[config.mk]
export PLATFORM = sky130hd
export DESIGN_NAME = mbc_block_comparator
export DESIGN_NICKNAME = d
export VERILOG_FILES = /design/src/core/mbc_pkg.sv /design/src/core/mbc_block_comparator.sv
export VERILOG_INCLUDE_DIRS = /design/src /design/src/core
export SDC_FILE = /design/constraint.sdc
export NUM_CORES = 1
export LEC_CHECK = 0
export BUFFER_PORTS_ARGS = -buffer_cell sky130_fd_sc_hd__buf_2
export CAP_MARGIN = 20
export CORE_MARGIN = 5
export CORE_UTILIZATION = 30
export CTS_BUF_LIST = sky130_fd_sc_hd__clkbuf_4 sky130_fd_sc_hd__clkbuf_8
export DETAILED_ROUTE_END_ITERATION = 16
export GPL_TIMING_DRIVEN = 0
export PLACE_DENSITY = 0.43
export SYNTH_ARGS = -nofsm -noshare
export SYNTH_HDL_FRONTEND = slang
export SYNTH_SLANG_ARGS = --single-unit
[constraint.sdc]
create_clock -name clock -period 6.5 [get_ports clock]
set_clock_uncertainty 0.1 [all_clocks]
set_input_delay 1.3 -clock clock [delete_from_list [all_inputs] [get_ports clock]]
set_output_delay 1.3 -clock clock [all_outputs]
set_load 0.01 [all_outputs]
[src/core/mbc_cfg.svh]
// Constants for the marker block comparator
`ifndef MBC_CFG_SVH
`define MBC_CFG_SVH
// ==========================================
// Memory geometry
`define MBC_MEM_BYTES   1024
`define MBC_MEM_AW      10
// ==========================================
// Register word offsets (byte addresses)
`define MBC_ADR_CTRL    8'h00
`define MBC_ADR_SRC     8'h04
`define MBC_ADR_DST     8'h08
`define MBC_ADR_COUNT   8'h0c
`define MBC_ADR_STATUS  8'h10
// ==========================================
// Field positions and reset values
`define MBC_CTRL_GATE   0
`define MBC_CTRL_RST    32'h0000_0001
`define MBC_ST_MATCH    0
`define MBC_ST_OVR      1
`define MBC_ST_OVL      2
`define MBC_ST_RNG      3
`define MBC_ST_BUSY     4
`endif

[src/core/mbc_pkg.sv]
// Types shared by the marker block comparator
package mbc_pkg;
  // Compare sequencer states
  typedef enum logic [1:0] {
    MBC_IDLE,
    MBC_FETCH_SRC,
    MBC_FETCH_DST,
    MBC_CHECK
  } mbc_state_t;

  // The three live parameter error flags
  typedef struct packed {
    logic countOverrunError;
    logic overlapError;
    logic addressRangeError;
  } mbc_err_t;
endpackage

[src/core/mbc_block_comparator.sv]
// Marker block comparator with classic Wishbone register slave
//
// Design decisions made here: the register addresses and register access over Wishbone.
`timescale 1ns/1ns
`include "mbc_cfg.svh"
`default_nettype none
module mbc_block_comparator
  import mbc_pkg::*;
#(
  parameter int MEM_BYTES = `MBC_MEM_BYTES
) (
  input  wire logic                    clock,
  input  wire logic                    nrst,
  input  wire logic                    clkEn,
  input  wire logic                    cyc_i,
  input  wire logic                    stb_i,
  input  wire logic                    we_i,
  input  wire logic [7:0]              adr_i,
  input  wire logic [3:0]              sel_i,
  input  wire logic [31:0]             dat_i,
  output var  logic [31:0]             dat_o,
  output var  logic                    ack_o,
  input  wire logic                    blockEnable,
  input  wire logic                    scanTick,
  output var  logic                    memRe,
  output var  logic [`MBC_MEM_AW-1:0]  memAddr,
  input  wire logic [7:0]              memRdata,
  output var  logic                    matchFlag,
  output var  mbc_err_t                errFlags
);

  // ==========================================
  // Helpers
  function automatic logic [32:0] sum33(input logic [31:0] a, input logic [31:0] b);
    sum33 = {1'b0, a} + {1'b0, b};
  endfunction

  function automatic logic [31:0] laneMerge(input logic [31:0] old, input logic [31:0] nw,
                                            input logic [3:0] sel);
    logic [31:0] res;
    res = old;
    for (int i = 0; i < 4; i++) begin
      if (sel[i]) begin
        res[i*8 +: 8] = nw[i*8 +: 8];
      end
    end
    laneMerge = res;
  endfunction

  // ==========================================
  // Registers
  logic [31:0]             ctrl_r;
  logic [31:0]             srcStart_r;
  logic [31:0]             destStart_r;
  logic [31:0]             count_r;
  logic                    ack_r;
  logic [31:0]             datO_r;
  mbc_state_t              state_r;
  logic [`MBC_MEM_AW:0]    idx_r;
  logic [7:0]              srcByte_r;
  logic                    allEq_r;
  logic                    memRe_r;
  logic [`MBC_MEM_AW-1:0]  memAddr_r;
  logic                    match_r;
  mbc_err_t                err_r;

  logic                    busWrite;
  logic                    gateOn;
  logic                    runAllowed;
  logic                    anyErr;
  logic [32:0]             srcEnd;
  logic [32:0]             dstEnd;
  mbc_err_t                errNow;
  logic                    lastByte;
  logic [31:0]             statusWord;

  assign busWrite = cyc_i && stb_i && we_i && ack_r;
  assign gateOn = ctrl_r[`MBC_CTRL_GATE];
  // Enable only matters when gating is configured
  assign runAllowed = !gateOn || blockEnable;

  // ==========================================
  // Live parameter checks, never gated by enable
  // Sums are 33 bits so a huge offset cannot wrap back into range
  assign srcEnd = sum33(srcStart_r, count_r);
  assign dstEnd = sum33(destStart_r, count_r);
  always_comb begin
    errNow.countOverrunError = (srcEnd > 33'(MEM_BYTES)) || (dstEnd > 33'(MEM_BYTES));
    errNow.addressRangeError = (srcStart_r >= 32'(MEM_BYTES)) || (destStart_r >= 32'(MEM_BYTES))
                               || (count_r == 32'h0000_0000);
    errNow.overlapError      = (count_r != 32'h0000_0000)
                               && ({1'b0, srcStart_r} < dstEnd)
                               && ({1'b0, destStart_r} < srcEnd);
  end
  assign anyErr = errNow.countOverrunError || errNow.overlapError || errNow.addressRangeError;

  // Error outputs refreshed every clock-enabled cycle
  always_ff @(posedge clock or negedge nrst) begin
    if (!nrst) begin
      err_r <= '0;
    end else if (clkEn) begin
      err_r <= errNow;
    end
  end

  // ==========================================
  // Wishbone slave: one wait state, ack drops after one cycle
  always_ff @(posedge clock or negedge nrst) begin
    if (!nrst) begin
      ack_r <= 1'b0;
    end else if (clkEn) begin
      ack_r <= cyc_i && stb_i && !ack_r;
    end
  end

  // Status word built from live state
  always_comb begin
    statusWord = 32'h0000_0000;
    statusWord[`MBC_ST_MATCH] = match_r;
    statusWord[`MBC_ST_OVR]   = err_r.countOverrunError;
    statusWord[`MBC_ST_OVL]   = err_r.overlapError;
    statusWord[`MBC_ST_RNG]   = err_r.addressRangeError;
    statusWord[`MBC_ST_BUSY]  = (state_r != MBC_IDLE);
  end

  // Read data prepared together with ack; unmapped reads as zero
  always_ff @(posedge clock or negedge nrst) begin
    if (!nrst) begin
      datO_r <= 32'h0000_0000;
    end else if (clkEn) begin
      if (adr_i == `MBC_ADR_CTRL) begin
        datO_r <= ctrl_r;
      end else if (adr_i == `MBC_ADR_SRC) begin
        datO_r <= srcStart_r;
      end else if (adr_i == `MBC_ADR_DST) begin
        datO_r <= destStart_r;
      end else if (adr_i == `MBC_ADR_COUNT) begin
        datO_r <= count_r;
      end else if (adr_i == `MBC_ADR_STATUS) begin
        datO_r <= statusWord;
      end else begin
        datO_r <= 32'h0000_0000;
      end
    end
  end

  // Writes land on the edge where the master sees ack
  // Start offsets are read live, so operand changes apply from the next byte fetch, even mid-scan
  always_ff @(posedge clock or negedge nrst) begin
    if (!nrst) begin
      ctrl_r      <= `MBC_CTRL_RST;
      srcStart_r  <= 32'h0000_0000;
      destStart_r <= 32'h0000_0000;
      count_r     <= 32'h0000_0000;
    end else if (clkEn && busWrite) begin
      if (adr_i == `MBC_ADR_CTRL) begin
        ctrl_r <= laneMerge(ctrl_r, dat_i, sel_i) & 32'h0000_0001;
      end else if (adr_i == `MBC_ADR_SRC) begin
        srcStart_r <= laneMerge(srcStart_r, dat_i, sel_i);
      end else if (adr_i == `MBC_ADR_DST) begin
        destStart_r <= laneMerge(destStart_r, dat_i, sel_i);
      end else if (adr_i == `MBC_ADR_COUNT) begin
        count_r <= laneMerge(count_r, dat_i, sel_i);
      end
    end
  end

  // ==========================================
  // Compare sequencer: three cycles per byte pair
  // Memory returns data the cycle after memRe is high
  assign lastByte = (32'(idx_r) + 32'h0000_0001) >= count_r;

  always_ff @(posedge clock or negedge nrst) begin
    if (!nrst) begin
      state_r   <= MBC_IDLE;
      idx_r     <= '0;
      srcByte_r <= 8'h00;
      allEq_r   <= 1'b0;
      memRe_r   <= 1'b0;
      memAddr_r <= '0;
    end else if (clkEn) begin
      case (state_r)
        MBC_IDLE: begin
          memRe_r <= 1'b0;
          // A bad parameter set never starts a fetch
          if (scanTick && runAllowed && !anyErr) begin
            state_r   <= MBC_FETCH_SRC;
            idx_r     <= '0;
            allEq_r   <= 1'b1;
            memRe_r   <= 1'b1;
            // Offset zero is the first marker byte
            memAddr_r <= srcStart_r[`MBC_MEM_AW-1:0];
          end
        end
        MBC_FETCH_SRC: begin
          state_r   <= MBC_FETCH_DST;
          memRe_r   <= 1'b1;
          memAddr_r <= `MBC_MEM_AW'(sum33(destStart_r, 32'(idx_r)));
        end
        MBC_FETCH_DST: begin
          state_r   <= MBC_CHECK;
          memRe_r   <= 1'b0;
          srcByte_r <= memRdata;
        end
        MBC_CHECK: begin
          if (memRdata != srcByte_r) begin
            allEq_r <= 1'b0;
          end
          // Early exit on the first mismatch saves scan time
          if (lastByte || (memRdata != srcByte_r)) begin
            state_r <= MBC_IDLE;
          end else begin
            state_r   <= MBC_FETCH_SRC;
            idx_r     <= idx_r + 1'b1;
            memRe_r   <= 1'b1;
            memAddr_r <= `MBC_MEM_AW'(sum33(srcStart_r, 32'(idx_r) + 32'h0000_0001));
          end
        end
        default: begin
          state_r <= MBC_IDLE;
        end
      endcase
    end
  end

  // ==========================================
  // Match result; cleared at once by any live error
  always_ff @(posedge clock or negedge nrst) begin
    if (!nrst) begin
      match_r <= 1'b0;
    end else if (clkEn) begin
      if (anyErr) begin
        match_r <= 1'b0;
      end else if (state_r == MBC_CHECK && (lastByte || memRdata != srcByte_r)) begin
        match_r <= allEq_r && (memRdata == srcByte_r);
      end
    end
  end

  assign dat_o     = datO_r;
  assign ack_o     = ack_r;
  assign memRe     = memRe_r;
  assign memAddr   = memAddr_r;
  assign matchFlag = match_r;
  assign errFlags  = err_r;

  // ==========================================
  // Checks
  logic busy;
  assign busy = (state_r != MBC_IDLE);
endmodule // mbc_block_comparator
`default_nettype wire

==> results of run 1 <==
==> cells in the mapped netlist (12+ instances only) <==
library cell,number,area (µm²)
xor2_1,41,359
nand3_1,59,295
inv_1,82,308
and3_1,19,119
a21oi_1,120,601
mux2_2,138,1550
a21o_1,45,338
clkbuf_1,41,154
nor2_1,71,267
o21bai_1,15,113
nand2_1,95,357
nor4_1,28,175
a22o_1,35,307
o211ai_1,12,90.1
nand2b_1,12,75.1
dfrtp_1,166,4150
a31oi_1,19,119
o21ai_0,93,465
nor3_1,14,70.1
nor2b_1,14,87.6
xnor2_1,41,359
ha_1,162,2030
nand4_1,29,181
==> where the power goes <==
group | total [mW] | internal [mW] | switching (mW)
sequential | 1.15 | 1.09 | 0.0523
clock | 0.786 | 0.333 | 0.453
combinational | 0.540 | 0.228 | 0.312
==> through the flow <==
| stage | setup slack, ns | hold slack [ns] | utilization, % |
|---|---|---|---|
| 2_1_floorplan | 1.59 | 0.378 | - |
| 6_report | 0.326 | 0.425 | 34.1 |
| 3_5_place_dp | 0.285 | 0.402 | 33.2 |
| 5_1_grt | 0.0360 | 0.444 | 34.0 |
| 3_3_place_gp | 0.241 | 0.393 | 33.1 |
| 4_1_cts | 0.226 | 0.428 | 34.0 |
==> layer usage <==
layer / vias up / wire, µm
met5: - / 0
met4: 0 / 1170
met3: 63 / 2920
met2: 330 / 24100
met1: 6270 / 25600
li1: 6028 / -
==> cells by family (layout without fill, tap and decap cells) <==
family | after synthesis | in the layout | share of synthesized area [%]
multiplexers | 150 | 150 | 12.1
flip-flops | 167 | 167 | 29.4
adder cells (fa/ha/maj) | 166 | 166 | 14.8
XOR/XNOR | 82 | 82 | 5.05
AO/OA/AOI/OAI | 440 | 440 | 20.4
other | 0 | 1 | 0
AND/OR/NAND/NOR | 394 | 394 | 14.4
buffers and inverters | 136 | 272 | 3.80
==> sequential cells by signal, summed over array words and instances (netlist names), 3 cells and up <==
register and cells:
idx_r 11, count_r 32, dat_o 32, srcByte_r 8
srcStart_r 32, destStart_r 32, memAddr 10, errFlags 3
==> worst min-delay path: stages, from the launching register on <==
cell     delay (ns)
dfrtp_1        0.38
inv_1          0.05
o21ai_0        0.06
==> worst paths after layout <==
path                               start              end  slack, ns  cells after the start
hold reg to reg                 dat_o[6]         dat_o[6]       0.42                      2
max in group asynchronous           nrst  destStart_r[19]       4.73                      2
setup reg to reg           srcStart_r[1]         idx_r[0]       0.33                     22
min in group asynchronous           nrst       memAddr[6]       0.56                      1
setup / recovery           srcStart_r[1]         idx_r[0]       0.33                     22
hold / removal                  dat_o[6]         dat_o[6]       0.42                      2
==> final cells by class <==
type	instances	share of cell area [%]
sequential	167	26.3
timing repair buffer	105	3.51
buffer	54	1.46
inverter	82	1.93
multi-input combinational	1232	59.6
tap	607	4.77
clock buffer	20	1.69
clock inverter	11	0.715
antenna	1	0.0157
==> impl_metrics.yaml, run 1 <==
sta:
  setup_violations: 0
  period_minus_slack_ns: 6.17
  worst_pin_slew_ns: 0.843
  finalCritPeriodShare_pct: 95.0
  fmax_mhz: 162
  slew_viol_final: 0
  final_hold_viol_count: 0
  relSlewSlack_pct: 43.6
  rsz0062_at_grt: "no"
  setup_tns_ns: 0
clock_tree:
  post-cts-setup-buffers: 0
  cts-root-buf: "clkbuf_8"
  clk_pin_slew_ns: 0.12
  htree_levels: 4
  cts.sinks: 167
  cts_resized: 0
  cts.path.max_buffers: 2
  hold_buffers: 0
  cts_tree: "done"
  clock_latency_ns: 0.56
  cts_inserted_buffers: 17
layout:
  area_growth_pct: 12.0
  multiInputGateArea_um2: 9490
  final_common_cell: "dfrtp_1"
  layout_common_cells: "dfrtp_1 (164), ha_1 (162), mux2_2 (138), a21oi_1 (120), buf_2 (106)"
  seqCellArea_um2: 4180
  stdcell_count: 2279
  nets: 1885
  n_fill_cell: 4894
  drive_gt1_share_pct: 18.9
  finalInstanceArea_um2: 15900
global_route:
  grt_first_pass_wirelength_um: 80100
  grt_pass1_vias: 12800
  grt.overflow.total: 0
  antenna_found_initial: 1
  met3_usage_pct: 4.01
  globalRouteMet1Util_pct: 29.1
  met2_usage_pct: 32.6
  track_usage_pct: 20.7
  grt_max_degree: 105
  grt.busiest_layer: "met2"
routing:
  antenna_left: 0
  dr_total_vias: 12700
  drc: 0
  viasPerCell: 5.57
  totalWireLength_um: 53800
  dr.pass1.iters: 5
  initialDrtViolationCount: 948
  wire_per_inst_um: 23.6
yosys:
  syn_area_per_cell_um2: 9.26
  async_reset_ff_share_pct: 100
  postSynthCellCount: 1535
  synth_nets: 1761
  yosysWarnings: 0
  ys_seq_area_share_pct: 29.4
  synth_cell_types: 82
  ys.flop_type: "dfrtp_1"
  yosys_register_bits: 167
  syn_area_um2: 14200
  synth_edf_count: 0
placed_design:
  portBuffers: 104
  placed_cell_area_um2: 15500
  place.gp.congestion: 0.879
  dp_cells: 2247
  dpl.hpwl_um: 43200
setup_path:
  end_kind: "register"
  crit_fanout: 7
  worstPathRequired_ns: 6.91
  crit_type: "register to register"
  arrival_ns: 6.58
  path_cells: "inv_1, fa_1, nand2b_1, a21o_1, a21oi_1, o2111a_1, o31a_1, a31oi_1, xor2_1, ha_1, a211o_1, a21oi_1, o21ai_0, nor2_1, o211ai_1, a21o_1, a21oi_1, o211a_1, or3_1, nor3_1, o21ai_1, mux2_2"
  cp_top_family: "compound AO/OA/AOI/OAI gates"
  cp_num_buf_inv: 1
  startpoint_type: "register"
  crit_top_cell: "a21oi_1"
  cpPeakStageDelay_ns: 0.61
  cp_slowest_cell: "o21ai_1"
power:
  peakVddDrop_uv: 92.4
  cellPowerDensity_nw_per_um2: 155
  p_total_mw: 2.47
  total_leakage_power_nw: 7.71
floorplan:
  initial_utilization_pct: 30.4
  design.die.area_um2: 51800
  core.rowCount: 79
  dieHeight_um: 228
  core_area_um2: 46800
  ios: 108
  die_x_um: 228
flow_run:
  drv_cap: 0
run_status:
  status: "completed"
worst_hold_path:
  min_path_type: "register to register"
(Power assumes the default switching activity.)
==> run 2, diff against run 1 <==
--- a/config.mk
+++ b/config.mk
@@ -6,6 +6,7 @@
 export SDC_FILE = /design/constraint.sdc
 export NUM_CORES = 1
 export LEC_CHECK = 0
+export ABC_AREA = 1
 export BUFFER_PORTS_ARGS = -buffer_cell sky130_fd_sc_hd__buf_2
 export CAP_MARGIN = 20
 export CORE_MARGIN = 5
@@ -13,7 +14,7 @@
 export CTS_BUF_LIST = sky130_fd_sc_hd__clkbuf_4 sky130_fd_sc_hd__clkbuf_8
 export DETAILED_ROUTE_END_ITERATION = 16
 export GPL_TIMING_DRIVEN = 0
-export PLACE_DENSITY = 0.43
+export PLACE_DENSITY = 0.42
 export SYNTH_ARGS = -nofsm -noshare
 export SYNTH_HDL_FRONTEND = slang
 export SYNTH_SLANG_ARGS = --single-unit
==> run 2 against run 1 <==
  * Flip-flop and latch count unchanged
  * Final cell count increased by 45%
  * Critical path depth increased by 4
  * Cell area increased by 12%
  * Utilization decreased by 0.27 points
  * Sequential power about the same
  * Combinational power increased by 13%
  * Maximum frequency increased by 16%
  * Highest routed layer unchanged
==> impl_metrics.yaml, run 2 <==
layout:
  post-route-util_pct: 33.8
  stdcell_count: 3315
  seqCellArea_um2: 4180
  finalInstanceArea_um2: 17800
  layout_common_cells: "nand2_1 (814), inv_1 (442), o21ai_0 (189), nor2_1 (169), dfrtp_1 (166)"
  n_fill_cell: 5844
  drive_gt1_share_pct: 8.80
  area_growth_pct: 11.7
  final_common_cell: "nand2_1"
  multiInputGateArea_um2: 9830
  nets: 2839
routing:
  antenna_left: 0
  initialDrtViolationCount: 1279
  wire_per_inst_um: 19.8
  dr.pass1.iters: 5
  totalWireLength_um: 65500
  dr_total_vias: 16600
  viasPerCell: 5.00
  drc: 0
global_route:
  grt_max_degree: 111
  grt_pass1_vias: 16000
  track_usage_pct: 22.8
  grt_first_pass_wirelength_um: 98400
  antenna_found_initial: 2
  grt.overflow.total: 0
run_status:
  status: "completed"
yosys:
  ys_seq_area_share_pct: 26.3
  syn_area_um2: 15900
  yosysWarnings: 0
  synth.area.top_cells: "dfrtp_1 (26%), nand2_1 (19%), ha_1 (13%)"
  synth_common_cells: "nand2_1 (814), inv_1 (442), o21ai_0 (189)"
  syn_area_per_cell_um2: 6.39
  yosysTopAreaCell: "dfrtp_1"
  synth_nets: 2711
  ys.flop_type: "dfrtp_1"
  synth_edf_count: 0
  synth.top_cell.area_share_pct: 26.1
  synth_cell_types: 49
  postSynthCellCount: 2485
  yosys_register_bits: 167
  async_reset_ff_share_pct: 100
  yosysMostFrequentCell: "nand2_1"
setup_path:
  crit_start: "srcStart_r[0]"
  r2r-end: "idx_r[8]"
  end_kind: "register"
  arrival_ns: 5.68
  reg2reg_depth: 26
  r2r_setup_slack_ns: 1.17
  crit_end: "idx_r[8]"
  crit_fanout: 10
  startpoint_type: "register"
  crit_type: "register to register"
  worstPathRequired_ns: 6.85
  rr_startpoint: "srcStart_r[0]"
floorplan:
  dieHeight_um: 240
  design.die.area_um2: 57700
  die_x_um: 240
  ios: 108
  core.rowCount: 84
  initial_utilization_pct: 30.2
  core_area_um2: 52600
sta:
  setup_tns_ns: 0
  rsz0062_at_grt: "no"
  setup_violations: 0
  worst_pin_slew_ns: 0.937
  hold_ws_ns: 0.388
  fmax_mhz: 188
  fin_ws_ns: 1.17
  period_minus_slack_ns: 5.33
  finalCritPeriodShare_pct: 82.0
  final_hold_viol_count: 0
  relSlewSlack_pct: 37.6
  slew_viol_final: 0
power:
  cellPowerDensity_nw_per_um2: 146
  peakVddDrop_uv: 143
  p_total_mw: 2.60
  total_leakage_power_nw: 9.82
clock_tree:
  clk_pin_slew_ns: 0.11
  post-cts-setup-buffers: 0
  cts_resized: 0
  cts.path.max_buffers: 2
  cts_tree: "done"
  hold_buffers: 0
  cts-root-buf: "clkbuf_8"
  clock_latency_ns: 0.57
  cts_inserted_buffers: 17
  cts.sinks: 167
  htree_levels: 4
placed_design:
  dp_cells: 3282
  portBuffers: 107
  placed_cell_area_um2: 17300
  dpl.hpwl_um: 53600
  pre_cts_ws_ns: 1.17
  place.gp.congestion: 0.916
flow_run:
  drv_cap: 0
worst_hold_path:
  min_path_type: "register to register"
-- run 2: critical path, stage by stage, from the launching register on --
cell     delay (ns)
dfrtp_1        0.59
ha_1           0.39
inv_1          0.09
fa_1           0.42
inv_1          0.17
nand3_1        0.09
nand2_1        0.13
nand2_1        0.06
nand2_1        0.14
nand2_1        0.07
nand2_1        0.07
xor2_1         0.19
inv_1          0.08
ha_1           0.32
nand4_1        0.14
nor3_1         0.26
nor4b_1        0.51
nand4_1        0.17
nand3_1        0.16
nor2_1         0.05
nand2_1        0.23
nand3_2        0.15
nand2_4        0.14
nand2_2        0.16
buf_6          0.19
nand2_1        0.07
o21ai_2        0.05
-- run 2: how the worst min path moves through the flow --
stage / endpoint / cells after the start / from / slack (ns)
global placement: memAddr[5] / 2 / memAddr[5] / 0.36
detailed placement: allEq_r / 2 / allEq_r / 0.37
finish: allEq_r / 2 / allEq_r / 0.39
global route: dat_o[22] / 2 / dat_o[22] / 0.42
floorplan: allEq_r / 2 / allEq_r / 0.34
CTS: allEq_r / 2 / allEq_r / 0.39
-- run 2: cell type report --
cell class                      instances  area share [%]
Sequential cell                       167            23.5
Inverter                              456            9.64
Antenna cell                            1          0.0141
Buffer                                 38           0.930
Clock buffer                           18            1.36
Multi-Input combinational cell       1824            55.4
Tap cell                              688            4.85
Timing Repair Buffer                  109            3.27
Clock inverter                         14            1.01
-- run 2: power breakdown --
| group | leakage, nW | switching [mW] | total, mW | internal (mW) |
|---|---|---|---|---|
| clock | 0.209 | 0.495 | 0.825 | 0.330 |
| combinational | 7.31 | 0.396 | 0.608 | 0.212 |
| sequential | 2.30 | 0.0636 | 1.17 | 1.10 |
| total | 9.82 | 0.954 | 2.60 | 1.65 |
-- run 2: layer usage --
layer | share of wire [%] | up-vias | global-route usage, %
met5 | 0 | - | 0
li1 | - | 8233 | -
met3 | 5.5 | 76 | 2.94
met2 | 44 | 427 | 36.0
met1 | 47 | 7846 | 32.8
met4 | 2.7 | 0 | 6.55
-- run 2: cells by family (layout without fill, tap and decap cells) --
group	after synthesis	count (layout)	share of synthesized area, %
and+or+nand+nor	1261	1261	33.6
AOI/OAI and AO/OA	365	365	13.2
DFF	167	167	26.3
other	0	1	0
xor gates and xnor gates	32	32	1.76
adders and majority gates	166	166	13.3
buffers and inverters	494	635	11.8
==> run 3, diff against run 2 <==
==> constraint.sdc (replaced) <==
create_clock -name clock -period 5 [get_ports clock]
set_clock_uncertainty 0.1 [all_clocks]
set_input_delay 1 -clock clock [delete_from_list [all_inputs] [get_ports clock]]
set_output_delay 1 -clock clock [all_outputs]
set_load 0.01 [all_outputs]
==> run 3 against run 2 <==
  * Maximum frequency increased by 14%
  * Flip-flop and latch count is the same
  * Die area unchanged
  * Routed wire length up 0.32%
  * First-iteration DRC count down 8.4%
  * Non-clock buffer count increased by 5
  * Via count hardly changed
  * Final cell count up 0.15%
  * Combinational power increased by 30%
  * Setup slack got worse by 0.83 ns
  * Sequential power up 30%
  * Critical endpoint unchanged
  * Largest cell class unchanged
==> impl_metrics.yaml, run 3 (synthesized netlist as in run 2, its figures left out) <==
setup_path:
  crit_fanout: 10
  cp_slowest_cell: "dfrtp_2"
  crit_top_cell: "nand2_1"
  crit_start: "srcStart_r[0]"
  end_kind: "register"
  rr_startpoint: "srcStart_r[0]"
  startpoint_type: "register"
  worstPathRequired_ns: 5.35
  cpPeakStageDelay_ns: 0.47
  arrival_ns: 5.01
  crit_type: "register to register"
layout:
  seqCellArea_um2: 4190
  area_growth_pct: 12.2
  post-route-util_pct: 33.9
  nets: 2844
  final_common_cell: "nand2_1"
  layout_common_cells: "nand2_1 (813), inv_1 (442), o21ai_0 (189), nor2_1 (169)"
  multiInputGateArea_um2: 9860
  drive_gt1_share_pct: 9.43
  n_fill_cell: 5840
global_route:
  track_usage_pct: 22.8
  grt_pass1_vias: 16000
  antenna_found_initial: 2
  grt_first_pass_wirelength_um: 98500
  grt.overflow.total: 0
  grt_max_degree: 111
power:
  swShare_pct: 36.7
  comb_power_share_pct: 23.4
  pwr-share-seq_pct: 44.9
  peakVddDrop_uv: 185
  p_int_mw: 2.14
  pwr-share-clk_pct: 31.7
  cellPowerDensity_nw_per_um2: 190
  total_leakage_power_nw: 9.84
  power_switching_mw: 1.24
  p_total_mw: 3.38
clock_tree:
  cts-root-buf: "clkbuf_8"
  cts.sinks: 167
  clock_latency_ns: 0.57
  cts.path.max_buffers: 2
  clk_pin_slew_ns: 0.12
  cts_tree: "done"
  hold_buffers: 0
  htree_levels: 4
  cts_inserted_buffers: 17
floorplan:
  die_x_um: 240
  ios: 108
  dieHeight_um: 240
  initial_utilization_pct: 30.2
  design.die.area_um2: 57700
  core.rowCount: 84
  core_area_um2: 52600
flow_run:
  drv_cap: 0
routing:
  drc: 0
  dr.pass1.iters: 5
  dr_total_vias: 16600
  wire_per_inst_um: 19.8
  initialDrtViolationCount: 1171
  viasPerCell: 5.00
  antenna_left: 0
  totalWireLength_um: 65700
sta:
  final_hold_viol_count: 0
  setup_tns_ns: 0
  fmax_mhz: 215
  finalCritPeriodShare_pct: 93.1
  slew_viol_final: 0
  rsz0062_at_grt: "no"
  setup_violations: 0
  period_minus_slack_ns: 4.66
  relSlewSlack_pct: 37.3
  worst_pin_slew_ns: 0.940
placed_design:
  dpl.hpwl_um: 53600
  portBuffers: 107
  place.gp.congestion: 0.916
run_status:
  status: "completed"
worst_hold_path:
  min_path_type: "primary input to asynchronous set/reset pin"
==> run 3: power by group through the flow <==
stage	clock network, mW	logic [mW]	registers, mW
2_1_floorplan	0	0.508	1.53
3_3_place_gp	0	0.785	1.54
6_report	1.07	0.791	1.52
3_5_place_dp	0	0.795	1.54
4_1_cts	1.12	0.801	1.52
5_1_grt	1.15	0.895	1.53
==> run 3: layout make-up <==
type | count | share of cell area (%)
timing repair buffer | 114 | 3.47
clock buffer | 18 | 1.35
multi-input combinational | 1824 | 55.3
tap | 688 | 4.83
sequential | 167 | 23.5
clock inverter | 14 | 1.01
inverter | 456 | 9.60
buffer | 38 | 0.926
antenna | 1 | 0.0140
==> run 3: routing by layer <==
layer	wire (µm)	vias up	global-route usage (%)	share of wire, %
li1	-	8245	-	-
met1	31500	7888	32.9	48
met2	29300	387	36.0	45
met3	3190	76	2.94	4.9
met4	1730	0	6.55	2.6
met5	0	-	0	0
==> run 3: repair_timing <==
action                     CTS  global route
setup endpoints to repair   25            24
resized for setup            7             6
setup buffers                0             5
==> run 3: worst max-delay path: cells and delay by family, from the launching register on <==
family,cells,cell delay (ns)
buffers and inverters,4,0.51
DFF,1,0.47
AOI/OAI and AO/OA,1,0.05
adders and majority gates,3,1.01
xor gates and xnor gates,1,0.19
and+or+nand+nor,17,2.20
==> run 3: final timing paths <==
check | end | slack [ns] | depth (start not counted)
worst max-delay path | idx_r[8] | 0.34 | 26
worst min-delay path | srcByte_r[3] | 0.23 | 1
min in group clock | memAddr[5] | 0.39 | 2
worst min register to register | memAddr[5] | 0.39 | 2
worst max register to register | idx_r[8] | 0.34 | 26
max in group asynchronous | destStart_r[25] | 3.54 | 2
==> run 3: stage by stage <==
step           instance area (µm²)  hold slack [ns]  std cells  setup WS (ns)
6_report                     17800            0.227       3320          0.344
5_1_grt                      17800            0.243       3320         0.0120
4_1_cts                      17800            0.221       3314         0.0793
3_5_place_dp                 17300            0.367       3282         -0.326
3_3_place_gp                 17300            0.364       3280         -0.252
2_1_floorplan                15900            0.342       2485           1.25
